### src/acr_pkg.sv
// Purpose: constants for the converter configuration register bank
// Assumes: 6-bit register select, registers of 8, 16 or 24 bits
// Notes: masks give the bits that a serial write may change
package acr_pkg;
  // ************************************************************
  // register addresses
  // ************************************************************
  localparam logic [5:0] A_STAT = 6'h00;
  localparam logic [5:0] A_CTRL = 6'h01;
  localparam logic [5:0] A_RES = 6'h02;
  localparam logic [5:0] A_IO = 6'h03;
  localparam logic [5:0] A_VB = 6'h04;
  localparam logic [5:0] A_ID = 6'h05;
  localparam logic [5:0] A_FLT = 6'h06;
  localparam logic [5:0] A_FEN = 6'h07;
  localparam logic [5:0] A_MCK = 6'h08;
  localparam logic [5:0] A_CH0 = 6'h09;
  localparam logic [5:0] A_CHL = 6'h18;
  localparam logic [5:0] A_CF0 = 6'h19;
  localparam logic [5:0] A_CFL = 6'h20;
  localparam logic [5:0] A_FI0 = 6'h21;
  localparam logic [5:0] A_FIL = 6'h28;
  localparam logic [5:0] A_OF0 = 6'h29;
  localparam logic [5:0] A_OFL = 6'h30;
  localparam logic [5:0] A_GN0 = 6'h31;
  localparam logic [5:0] A_GNL = 6'h38;
  localparam logic [5:0] A_MSC = 6'h39;
  localparam logic [5:0] A_QC = 6'h3a;
  localparam logic [5:0] A_QS = 6'h3b;
  localparam logic [5:0] A_QT = 6'h3c;
  localparam logic [5:0] A_QD = 6'h3d;
  // ************************************************************
  // reset values
  // ************************************************************
  localparam logic [15:0] R_CTRL = 16'h4000;
  localparam logic [15:0] R_FEN = 16'h0040;
  localparam logic [23:0] R_CH0 = 24'h800100;
  localparam logic [23:0] R_CHN = 24'h000100;
  localparam logic [23:0] R_FI = 24'h002030;
  localparam logic [23:0] R_OF = 24'h800000;
  localparam logic [23:0] R_GN = 24'h555555;
  localparam logic [23:0] R_QC = 24'h040200;
  localparam logic [23:0] R_QT = 24'hfff000;
  // ************************************************************
  // writable bit masks, reserved bits read zero
  // ************************************************************
  localparam logic [15:0] M_CTRL = 16'h7f7f;
  localparam logic [15:0] M_IO = 16'h07ee;
  localparam logic [15:0] M_VB = 16'hcc33;
  localparam logic [15:0] M_FLT = 16'h0fff;
  localparam logic [15:0] M_FEN = 16'h1fff;
  localparam logic [23:0] M_FI = 24'hfff7ff;
  // ************************************************************
  // command byte and fault fields
  // ************************************************************
  localparam int C_GATE = 7;
  localparam int C_RD = 6;
  localparam int F_RDERR = 4;
  localparam int F_WRERR = 3;
  localparam int S_POR = 4;
  localparam logic [4:0] L8 = 5'd8;
  localparam logic [4:0] L16 = 5'd16;
  localparam logic [4:0] L24 = 5'd24;
  typedef enum logic [2:0] {
    ST_CMD = 3'b001,
    ST_WR = 3'b010,
    ST_RD = 3'b100
  } acr_st_t;
endpackage : acr_pkg

### src/acr_spi_sync.sv
// Purpose: bring serial pins into the clk domain
// Assumes: idle clock high, chip select idle high
// Notes: a level moves once the second and third stage agree
`timescale 1ns/1ps
`default_nettype none
module acr_spi_sync
  import acr_pkg::*;
(
  input wire logic clk, // system clock
  input wire logic rst, // sync reset
  input wire logic sclk, // serial clock pin
  input wire logic cs_n, // chip select pin
  input wire logic mosi, // serial data in pin
  output logic rise, // serial clock rising pulse
  output logic fall, // serial clock falling pulse
  output logic csn_lvl, // filtered chip select
  output logic din_lvl // filtered data level
);
  logic [2:0] s1_r;
  logic [2:0] s2_r;
  logic [2:0] s3_r;
  logic [2:0] lvl_r;
  logic [2:0] agree;

  assign agree = ~(s2_r ^ s3_r);

  // ************************************************************
  // three stage capture, s1 feeds only s2
  // ************************************************************
  always_ff @(posedge clk)
  begin
    if (rst)
    begin
      s1_r <= 3'h6;
      s2_r <= 3'h6;
      s3_r <= 3'h6;
    end
    else
    begin
      s1_r <= {sclk, cs_n, mosi};
      s2_r <= s1_r;
      s3_r <= s2_r;
    end
  end

  always_ff @(posedge clk)
  begin
    if (rst)
    begin
      lvl_r <= 3'h6;
      rise <= 1'b0;
      fall <= 1'b0;
    end
    else
    begin
      lvl_r <= (agree & s3_r) | (~agree & lvl_r);
      rise <= agree[2] & s3_r[2] & ~lvl_r[2];
      fall <= agree[2] & ~s3_r[2] & lvl_r[2];
    end
  end

  assign csn_lvl = lvl_r[1];
  assign din_lvl = lvl_r[0];
endmodule : acr_spi_sync
`default_nettype wire

### src/acr_reg_bank.sv
// Purpose: serial register bank of a sigma-delta converter
// Assumes: mode 3 serial link, clk over ten times sclk so miso moves before the next rising sclk
// Notes: one register per command byte, msb first
// Summary of operation
// - a serial write changes only writable bits and leaves read-only bits as they were.
// - read-only registers hold only read-only bits, mixed ones add writable bits.
// - channel setups reset to 0x800100 for channel zero and 0x000100 for the rest.
// - gain coefficients reset to the factory value, nominally 0x555555.
// - eight offset coefficients at 0x29 to 0x30 reset to 0x800000.
// - eight filter words at 0x21 to 0x28 reset to 0x002030.
// - eight setup words at 0x19 to 0x20 reset to zero.
`timescale 1ns/1ps
`default_nettype none
module acr_reg_bank
  import acr_pkg::*;
#(
  parameter logic [23:0] GAIN_FACTORY = R_GN,
  parameter logic [7:0] ID_VALUE = 8'ha6 // value is arbitrary
)
(
  input wire logic clk, // 20 MHz clock
  input wire logic rst, // sync reset
  input wire logic sclk, // serial clock pin
  input wire logic cs_n, // chip select pin
  input wire logic mosi, // serial data in
  output logic miso, // serial data out
  output logic miso_oe, // data out enable
  input wire logic rdy_in, // conversion ready
  input wire logic [3:0] current_channel, // active channel
  input wire logic [23:0] result_in, // conversion result
  input wire logic [7:0] mclk_tally_in, // master clock tally
  input wire logic [7:0] q_stat_in, // queue status
  input wire logic [23:0] q_data_in, // queue head word
  input wire logic [11:0] fault_set, // core fault pulses
  output logic result_rd, // result read pulse
  output logic q_pop, // queue pop pulse
  output logic [15:0] ctrl_o, // converter control
  output logic [15:0] io_o, // pin io control
  output logic [15:0] vb_o, // bias control
  output logic [11:0] fault_o, // fault flags
  output logic [15:0] fen_o, // fault enable
  output logic [15:0] misc_o, // misc settings
  output logic [23:0] qc_o, // queue control
  output logic [23:0] qt_o, // queue threshold
  output logic [15:0][23:0] ch_o, // channel setups
  output logic [7:0][15:0] cf_o, // setup configs
  output logic [7:0][23:0] fi_o, // filter configs
  output logic [7:0][23:0] of_o, // offset coeffs
  output logic [7:0][23:0] gn_o // gain coeffs
);
  // ************************************************************
  // decode helpers
  // ************************************************************
  function automatic logic in_rng(input logic [5:0] a, input logic [5:0] lo,
                                  input logic [5:0] hi);
    in_rng = (a >= lo) && (a <= hi);
  endfunction : in_rng
  function automatic logic [4:0] reg_len(input logic [5:0] a);
    reg_len = L8;
    if (a == A_CTRL || a == A_IO || a == A_VB || a == A_FLT ||
        a == A_FEN || a == A_MSC || in_rng(a, A_CF0, A_CFL))
      reg_len = L16;
    if (a == A_RES || a == A_QC || a == A_QT || a == A_QD ||
        in_rng(a, A_CH0, A_CHL) || in_rng(a, A_FI0, A_GNL))
      reg_len = L24;
  endfunction : reg_len
  function automatic logic is_ro(input logic [5:0] a);
    is_ro = (a == A_STAT) || (a == A_RES) || (a == A_ID) ||
            (a == A_MCK) || (a == A_QS) || (a == A_QD);
  endfunction : is_ro
  function automatic logic [23:0] merge(input logic [23:0] old, input logic [23:0] nw,
                                        input logic [23:0] m);
    merge = (old & ~m) | (nw & m);
  endfunction : merge
  acr_st_t st_r;
  logic rise, fall, csn, din, cmd_done, last, commit, ro_hit, por_r, main_err;
  logic [4:0] cnt_r, len;
  logic [5:0] addr_r;
  logic [23:0] rx_r, tx_r, word, rdval, rdal;
  logic [7:0] cmd;
  logic [3:0] chi;
  logic [2:0] sti;
  acr_spi_sync u_sync (
    .clk(clk),
    .rst(rst),
    .sclk(sclk),
    .cs_n(cs_n),
    .mosi(mosi),
    .rise(rise),
    .fall(fall),
    .csn_lvl(csn),
    .din_lvl(din)
  );
  assign word = {rx_r[22:0], din};
  assign cmd = word[7:0];
  assign len = reg_len(addr_r);
  assign last = (cnt_r == len - 5'd1);
  assign cmd_done = rise && !csn && st_r == ST_CMD && cnt_r == 5'd7;
  assign commit = rise && !csn && st_r == ST_WR && last;
  assign ro_hit = is_ro(addr_r) || addr_r > A_QD;
  assign chi = 4'(addr_r - A_CH0);
  assign sti = 3'(addr_r - A_CF0);
  assign main_err = |(fault_o & fen_o[11:0]);
  // ************************************************************
  // framing
  // ************************************************************
  always_ff @(posedge clk)
  begin
    if (rst || csn)
    begin
      st_r <= ST_CMD;
      cnt_r <= 5'd0;
    end
    else if (rise)
    begin
      cnt_r <= cnt_r + 5'd1;
      unique case (st_r)
        ST_CMD:
        begin
          if (cnt_r == 5'd7)
          begin
            cnt_r <= 5'd0;
            // a set gate bit leaves the byte unused
            if (!cmd[C_GATE])
              st_r <= cmd[C_RD] ? ST_RD : ST_WR;
          end
        end
        ST_WR, ST_RD:
        begin
          if (last)
          begin
            st_r <= ST_CMD;
            cnt_r <= 5'd0;
          end
        end
      endcase
    end
  end
  always_ff @(posedge clk)
  begin
    if (rst)
    begin
      rx_r <= 24'h000000;
      addr_r <= 6'h00;
    end
    else if (rise && !csn)
    begin
      rx_r <= word;
      if (cmd_done && !cmd[C_GATE])
        addr_r <= cmd[5:0];
    end
  end
  // ************************************************************
  // read path
  // ************************************************************
  always_comb
  begin
    rdval = 24'h000000;
    case (cmd[5:0])
      A_STAT: rdval = {16'h0000, rdy_in, main_err, 1'b0, por_r, current_channel};
      A_CTRL: rdval = {8'h00, ctrl_o};
      A_RES: rdval = result_in;
      A_IO: rdval = {8'h00, io_o};
      A_VB: rdval = {8'h00, vb_o};
      A_ID: rdval = {16'h0000, ID_VALUE};
      A_FLT: rdval = {12'h000, fault_o};
      A_FEN: rdval = {8'h00, fen_o};
      A_MCK: rdval = {16'h0000, mclk_tally_in};
      A_MSC: rdval = {8'h00, misc_o};
      A_QC: rdval = qc_o;
      A_QS: rdval = {16'h0000, q_stat_in};
      A_QT: rdval = qt_o;
      A_QD: rdval = q_data_in;
      default:
      begin
        if (in_rng(cmd[5:0], A_CH0, A_CHL))
          rdval = ch_o[4'(cmd[5:0] - A_CH0)];
        else if (in_rng(cmd[5:0], A_CF0, A_CFL))
          rdval = {8'h00, cf_o[3'(cmd[5:0] - A_CF0)]};
        else if (in_rng(cmd[5:0], A_FI0, A_FIL))
          rdval = fi_o[3'(cmd[5:0] - A_FI0)];
        else if (in_rng(cmd[5:0], A_OF0, A_OFL))
          rdval = of_o[3'(cmd[5:0] - A_OF0)];
        else if (in_rng(cmd[5:0], A_GN0, A_GNL))
          rdval = gn_o[3'(cmd[5:0] - A_GN0)];
      end
    endcase
    // left align so the msb leaves first
    rdal = rdval;
    if (reg_len(cmd[5:0]) == L8)
      rdal = {rdval[7:0], 16'h0000};
    else if (reg_len(cmd[5:0]) == L16)
      rdal = {rdval[15:0], 8'h00};
  end
  always_ff @(posedge clk)
  begin
    if (rst || csn)
    begin
      tx_r <= 24'h000000;
      miso <= 1'b0;
      miso_oe <= 1'b0;
    end
    else
    begin
      miso_oe <= 1'b1;
      if (cmd_done && !cmd[C_GATE] && cmd[C_RD])
        tx_r <= rdal;
      else if (fall && st_r == ST_RD)
      begin
        miso <= tx_r[23];
        tx_r <= {tx_r[22:0], 1'b0};
      end
    end
  end
  // ************************************************************
  // read side effects
  // ************************************************************
  always_ff @(posedge clk)
  begin
    if (rst)
    begin
      result_rd <= 1'b0;
      q_pop <= 1'b0;
      por_r <= 1'b1;
    end
    else
    begin
      result_rd <= cmd_done && cmd[7:6] == 2'b01 && cmd[5:0] == A_RES;
      q_pop <= cmd_done && cmd[7:6] == 2'b01 && cmd[5:0] == A_QD;
      // power-on flag drops once status has been read
      if (cmd_done && cmd[7:6] == 2'b01 && cmd[5:0] == A_STAT)
        por_r <= 1'b0;
    end
  end
  // ************************************************************
  // single registers
  // ************************************************************
  always_ff @(posedge clk)
  begin
    if (rst)
    begin
      ctrl_o <= R_CTRL;
      io_o <= 16'h0000;
      vb_o <= 16'h0000;
      fen_o <= R_FEN;
      misc_o <= 16'h0000;
      qc_o <= R_QC;
      qt_o <= R_QT;
    end
    else if (commit)
    begin
      // masks keep reserved and read-only bits untouched
      case (addr_r)
        A_CTRL: ctrl_o <= 16'(merge({8'h00, ctrl_o}, word, {8'h00, M_CTRL}));
        A_IO: io_o <= 16'(merge({8'h00, io_o}, word, {8'h00, M_IO}));
        A_VB: vb_o <= 16'(merge({8'h00, vb_o}, word, {8'h00, M_VB}));
        A_FEN: fen_o <= 16'(merge({8'h00, fen_o}, word, {8'h00, M_FEN}));
        A_MSC: misc_o <= word[15:0];
        A_QC: qc_o <= word;
        A_QT: qt_o <= word;
        default: ;
      endcase
    end
  end
  // faults are sticky; a new event beats a same-cycle clear
  always_ff @(posedge clk)
  begin
    if (rst)
      fault_o <= 12'h000;
    else
    begin
      for (int i = 0; i < 12; i++)
      begin
        if (fault_set[i])
          fault_o[i] <= 1'b1;
        else if (commit && addr_r == A_FLT && word[i] && M_FLT[i])
          fault_o[i] <= 1'b0;
      end
      if (commit && ro_hit)
        fault_o[F_WRERR] <= 1'b1;
      if (cmd_done && !cmd[C_GATE] && cmd[C_RD] && cmd[5:0] > A_QD)
        fault_o[F_RDERR] <= 1'b1;
    end
  end
  // ************************************************************
  // per channel and per setup arrays
  // ************************************************************
  always_ff @(posedge clk)
  begin
    if (rst)
    begin
      ch_o[0] <= R_CH0;
      for (int i = 1; i < 16; i++)
        ch_o[i] <= R_CHN;
    end
    else if (commit && in_rng(addr_r, A_CH0, A_CHL))
      ch_o[chi] <= word;
  end
  always_ff @(posedge clk)
  begin
    if (rst)
    begin
      for (int i = 0; i < 8; i++)
      begin
        cf_o[i] <= 16'h0000;
        fi_o[i] <= R_FI;
        of_o[i] <= R_OF;
        gn_o[i] <= GAIN_FACTORY;
      end
    end
    else if (commit)
    begin
      if (in_rng(addr_r, A_CF0, A_CFL))
        cf_o[sti] <= word[15:0];
      if (in_rng(addr_r, A_FI0, A_FIL))
        fi_o[sti] <= merge(fi_o[sti], word, M_FI);
      if (in_rng(addr_r, A_OF0, A_OFL))
        of_o[sti] <= word;
      if (in_rng(addr_r, A_GN0, A_GNL))
        gn_o[sti] <= word;
    end
  end
endmodule : acr_reg_bank
`default_nettype wire

### config.mk
export PLATFORM = sky130hd
export DESIGN_NAME = acr_reg_bank
export DESIGN_NICKNAME = d
export VERILOG_FILES = /design/src/acr_pkg.sv /design/src/acr_spi_sync.sv /design/src/acr_reg_bank.sv
export SDC_FILE = /design/constraint.sdc
export NUM_CORES = 2
export LEC_CHECK = 0
export BUFFER_PORTS_ARGS = -buffer_cell sky130_fd_sc_hd__buf_2
export CORE_AREA = 2 2 511 513
export DETAILED_ROUTE_END_ITERATION = 16
export DIE_AREA = 0 0 513 515
export GPL_TIMING_DRIVEN = 0
export SLEW_MARGIN = 40
export SYNTH_ARGS = -nofsm -noshare
export SYNTH_HDL_FRONTEND = slang
export SYNTH_SLANG_ARGS = --single-unit
export TNS_END_PERCENT = 30
### constraint.sdc
create_clock -name clk -period 6.4 [get_ports clk]
set_input_delay 0.64 -clock clk [delete_from_list [all_inputs] [get_ports clk]]
set_output_delay 0.64 -clock clk [all_outputs]
set_load 0.02 [all_outputs]
* Word-level counts from Yosys, hierarchy flattened *
Index checks and enable logic that the tools add are counted.

operators by class
  reductions and logical operators = 104
  add/sub/neg operators = 9
  equal/unequal tests = 37
  bitwise gates (word level) = 19
  $lt $le $gt $ge = 31
  mux-type cells = 73

operators by type and width
  cell                                                              count
  192-bit bitwise mux                                               3
  384-bit bitwise mux                                               1
  24-bit 2-to-1 mux                                                 15
  24-bit case mux with 14 select lines                              1
  24-bit binary-select mux with 3-bit select                        4
  128-bit bitwise mux                                               1
  24-bit binary-select mux with 4-bit select                        1
  24-bit demux with 4-bit select                                    1
  24-bit demux with 3-bit select                                    1
  6-bit == test (second input constant)                             10
  16-bit binary-select mux with 3-bit select                        1
  16-bit demux with 3-bit select                                    1
  6-bit by 3-bit == test with 1-bit output (second input constant)  8
  6-bit less-or-equal comparator (second input constant)            8
  1-bit logical AND                                                 42
  6-bit greater-or-equal comparator (second input constant)         6
  5-bit 2-to-1 mux                                                  7
  16-bit 2-to-1 mux                                                 2
  1-bit logical OR                                                  29
  1-bit 2-to-1 mux                                                  27
  2-bit AND reduction                                               13
  6-bit by 2-bit == test with 1-bit output (second input constant)  4
  12-bit by 24-bit bitwise OR with 24-bit output                    1
  2-bit nonzero test                                                11
  other kinds (45)                                                  75

word-level totals
  word-level logic and storage cells = 356
  output and inout bits = 1,232
  register bits after elaboration = 1,308

* Depth between registers and ports, before layout *
  depth in word-level cells = 17
  depth in mapped cells = 20
  mapped depth without buffers = 10

* Modules after synthesis *
From an unflattened synthesis, not the netlist that was laid out.

second synthesis, totals
  cell total of the unflattened synthesis = 6,175
  area total of the unflattened synthesis = 57,589.0 um^2

modules (own cells, without submodules)
  module        cells an instance  area an instance (um^2)  instances
  acr_reg_bank  6,136              57,154.8                 1
  acr_spi_sync  39                 434.2                    1

* Worst setup path before layout *
No wires, ideal clock.

  kind = register -> register
  start point = register with a tool-made name
  end point = register tx_r[21]
  setup time = 0.117 ns
  path slack = 1.808 ns
  period minus slack after synthesis = 4.592 ns
  cell stages (with the launch flop) = 17
  required time = 6.283 ns
  arrival = 4.475 ns
  cell sequence = dfxtp_1 > buf_4 > buf_4 > buf_4 > buf_2 > buf_2 > inv_1 > clkbuf_1 > ha_1 > buf_2 > buf_1 > clkbuf_1 > mux4_2 > mux4_2 > a221oi_1 > o21ai_0 > a22o_1

RTL lines
  item                    line                 text
  end signal: assignment  acr_reg_bank.sv:207  tx_r <= rdal;
  end signal: assignment  acr_reg_bank.sv:211  tx_r <= {tx_r[22:0], 1'b0};
  end: declaration        acr_reg_bank.sv:79   logic [23:0] rx_r, tx_r, word, rdval, rdal;

==> run_results.csv <==
group,metric,value,unit
timing,fin_skew,0.0359,ns
logic_synthesis,synthDistinctLibCells,83,
cells_and_area,ff_latch_area,0.0258,mm^2
status,violations,"negative setup slack",
global_routing,grt_use_total,36.6,%
die,rows,187,
placed_design,dp_hpwl,405,mm
cts,cts_tree,"yes",
logic_synthesis,synth_flop_cell,"dfxtp_1",
power_and_ir_drop,p_switching,0.00437,W
logic_synthesis,synth.top_cells.by_area,"dfxtp_1, nand2_1, mux4_2",
cts,clkTransAtPathRegs,0.07,ns
power_and_ir_drop,seqPwrFrac,45.1,%
placed_design,dp.cells,11522,
cts,clkSinkCount,1288,
cells_and_area,drive_above_1_share,29.0,%
placed_design,dpl_cell_area,0.0704,mm^2
cts,cts_buffers,154,
placed_design,portBuffers,1296,
timing,finalMaxSlewViolations,0,
critical_path,cp_common_cell,"buf_12",
die,die_w,513,um
global_routing,grt_pass1_vias,58469,
die,coreArea,0.259,mm^2
timing,holdWs,0.0714,ns
die,start_util,22.1,%
critical_path,cpLargestDelayFamily,"buffers and inverters",
global_routing,antenna_found_initial,120,
critical_path,path_class,"reg -> reg",
critical_path,worstSetupStartpointType,"flop",
route,via_count,65777,
route,viasPerCell,5.55,
route,drc,0,
logic_synthesis,yosysTopAreaCellShare,45.1,%
cts,cts_root_buf,"clkbuf_16",
power_and_ir_drop,clock_power_share,52.5,%
route,dr.pass1.iters,12,
timing,hold_viol,0,
placed_design,pre_cts_ws,-3.62,ns
logic_synthesis,netlist_area,0.0572,mm^2
logic_synthesis,synth_top_cell_by_area,"dfxtp_1",
cells_and_area,nets,8377,
power_and_ir_drop,leakage,30.6,nW
cells_and_area,multi_input_area,0.0289,mm^2
logic_synthesis,ys_seq_area_share,45.1,%
critical_path,cp.required,7.12,ns
hold_path,worstHoldPathType,"in -> reg",
global_routing,grt_max_degree,17,
critical_path,crit_slowest_cell,"ha_4",
critical_path,cpPeakStageDelay,0.46,ns
cells_and_area,utilization,29.5,%
global_routing,gr-max-usage-layer,"met2",
critical_path,crit_buf_inv,13,
cells_and_area,finalInstanceArea,0.0762,mm^2
job,cap_viol_max_count,0,
route,post_drt_wl_per_cell,42.6,um
critical_path,crit_path_end_kind,"flop",
power_and_ir_drop,internal_power,0.0134,W
power_and_ir_drop,p_per_area,234,mW/mm^2
critical_path,crit_path_max_fanout,12,
cts,clockBufferDepth,3,
power_and_ir_drop,swShare,24.5,%
cells_and_area,instances_no_fill,11851,
critical_path,worst_ep_arrival_time,7.28,ns
cts,clk-insertion-delay-late,0.83,ns
timing,fmax,152,MHz
cells_and_area,final_common_cell,"nand2_1",
route,wl,505,mm
cts,cts_max_level,4,
timing,finalSetupViolCount,8,
cells_and_area,fill_cells,27645,
global_routing,grtUsageMet3,14.1,%
power_and_ir_drop,p_comb_share,2.4,%
power_and_ir_drop,ir_drop,276,uV
logic_synthesis,async_reset_ff_share,0,%
logic_synthesis,synthCells,6724,
placed_design,place.gp.congestion,1.02,
logic_synthesis,yosys_register_bits,1288,
timing,period_share,103,%
timing,worst-slew-pin-transition,1.00,ns
die,dieArea,0.264,mm^2
timing,relSlewSlack,32.7,%
logic_synthesis,synth_edf_count,0,
timing,period_needed,6.57,ns
global_routing,grt_use_met1,43.7,%
route,drt_iter0_drc,11011,
cells_and_area,area_growth,33.3,%
die,dieHeight,515,um
global_routing,grt_first_pass_wirelength,633,mm
status,status,"finished with violations",
die,io_pins,1318,
route,drt.antenna.violating_nets,0,
logic_synthesis,ys_warn_count,0,
timing,rsz0062_at_grt,"yes",
cells_and_area,final_cell_mix,"nand2_1, buf_2, dfxtp_1",
timing,fin_ws,-0.168,ns
logic_synthesis,syn_avg_cell_area,8.50,um^2
global_routing,grt_remaining_overflow,0,
critical_path,crit_chain,"buf_6 > buf_12 > buf_12 > buf_12 > buf_12 > inv_1 > clkbuf_4 > ha_4 > buf_6 > buf_8 > clkbuf_4 > buf_12 > clkbuf_8 > buf_12 > mux4_2 > mux2i_2 > o22ai_1 > a21oi_2 > o21ai_0 > a22o_1",
global_routing,met2_usage,54.4,%
[synth_stat cells (10+ instances only)]
cell type / count
o22ai_1: 16
buf_1: 31
nor2_1: 288
nor2b_1: 21
o31ai_1: 10
ha_1: 12
a311oi_1: 11
nor4_1: 13
nor3_2: 13
buf_2: 166
or3_1: 16
dfxtp_1: 1288
a22oi_1: 66
mux4_2: 293
buf_4: 42
a221oi_1: 13
clkbuf_1: 449
nand2_1: 2194
a222oi_1: 14
inv_1: 25
nand3_1: 205
nand4_1: 12
a31oi_1: 14
or2_2: 11
and3_1: 54
nor3_1: 32
o21ai_0: 48
mux2i_1: 261
o211ai_1: 21
a21oi_1: 935
and2_1: 17
[sequential cells by signal, indices dropped and copies added (netlist names), 5 cells and up, named ones only]
| name | count |
|---|---|
| addr_r | 6 |
| cf_o | 128 |
| ch_o | 384 |
| cnt_r | 5 |
| ctrl_o | 14 |
| fault_o | 12 |
| fen_o | 13 |
| fi_o | 192 |
| gn_o | 192 |
| io_o | 9 |
| misc_o | 16 |
| of_o | 192 |
| qc_o | 24 |
| qt_o | 24 |
| rx_r | 23 |
| tx_r | 24 |
| vb_o | 8 |
[what timing repair did]
action	CTS	global route
gates resized for setup	99	1
setup buffers	2	0
pin swaps	5	0
endpoints found under the hold margin	1	0
cloned	0	0
hold buffers	1	0
setup endpoints to repair	24	3
[final timing paths]
kind                  start        endpoint  slack [ns]  cells past startpoint
max reg2reg            flop        tx_r[21]       -0.17                     20
min reg2reg  u_sync.s1_r[1]  u_sync.s2_r[1]        0.43                      1
max                    flop        tx_r[21]       -0.17                     20
min                    cs_n  u_sync.s1_r[1]        0.07                      2
[per-layer routing]
layer / vias up / wire [um]
li1: 26115 / -
met1: 32304 / 184000
met2: 5999 / 212000
met3: 1329 / 67300
met4: 30 / 40300
met5: - / 216
[cell type report]
| class | count | share of cell area, % |
|---|---|---|
| Multi-Input combinational cell | 4737 | 37.9 |
| Sequential cell | 1288 | 33.8 |
| Timing Repair Buffer | 1381 | 11.0 |
| Clock buffer | 230 | 5.99 |
| Tap cell | 3402 | 5.58 |
| Buffer | 691 | 4.62 |
| Clock inverter | 50 | 0.858 |
| Antenna cell | 46 | 0.151 |
| Inverter | 26 | 0.128 |
[logic make-up (layout without fill, tap and decap cells)]
family | count (synthesis) | in the layout | share of synthesized area, %
compound gates | 1213 | 1213 | 11.9
xor+xnor | 8 | 8 | 0.136
fa+ha+maj | 12 | 12 | 0.263
buf+inv | 718 | 2378 | 5.40
flops | 1288 | 1288 | 45.1
mux | 554 | 554 | 16.1
other cells | 1 | 66 | 0.00656
simple gates | 2930 | 2930 | 21.1
[metrics by stage]
step | power, W | setup TNS, ns
floorplan | 0.00837 | 0
global placement | 0.00861 | -151.80
detailed placement | 0.00862 | -67.96
CTS | 0.0178 | 0
global route | 0.0181 | -0.0547
finish | 0.0178 | -0.442
[power groups by stage]
stage                     Clock, W  Sequential [W]  Combinational, W
after floorplan                  0         0.00821          0.000157
final                      0.00935         0.00804          0.000425
after CTS                  0.00931         0.00804          0.000410
after global routing       0.00961         0.00803          0.000425
after global placement           0         0.00822          0.000391
after detailed placement         0         0.00822          0.000407
(Power assumes the default switching activity.)
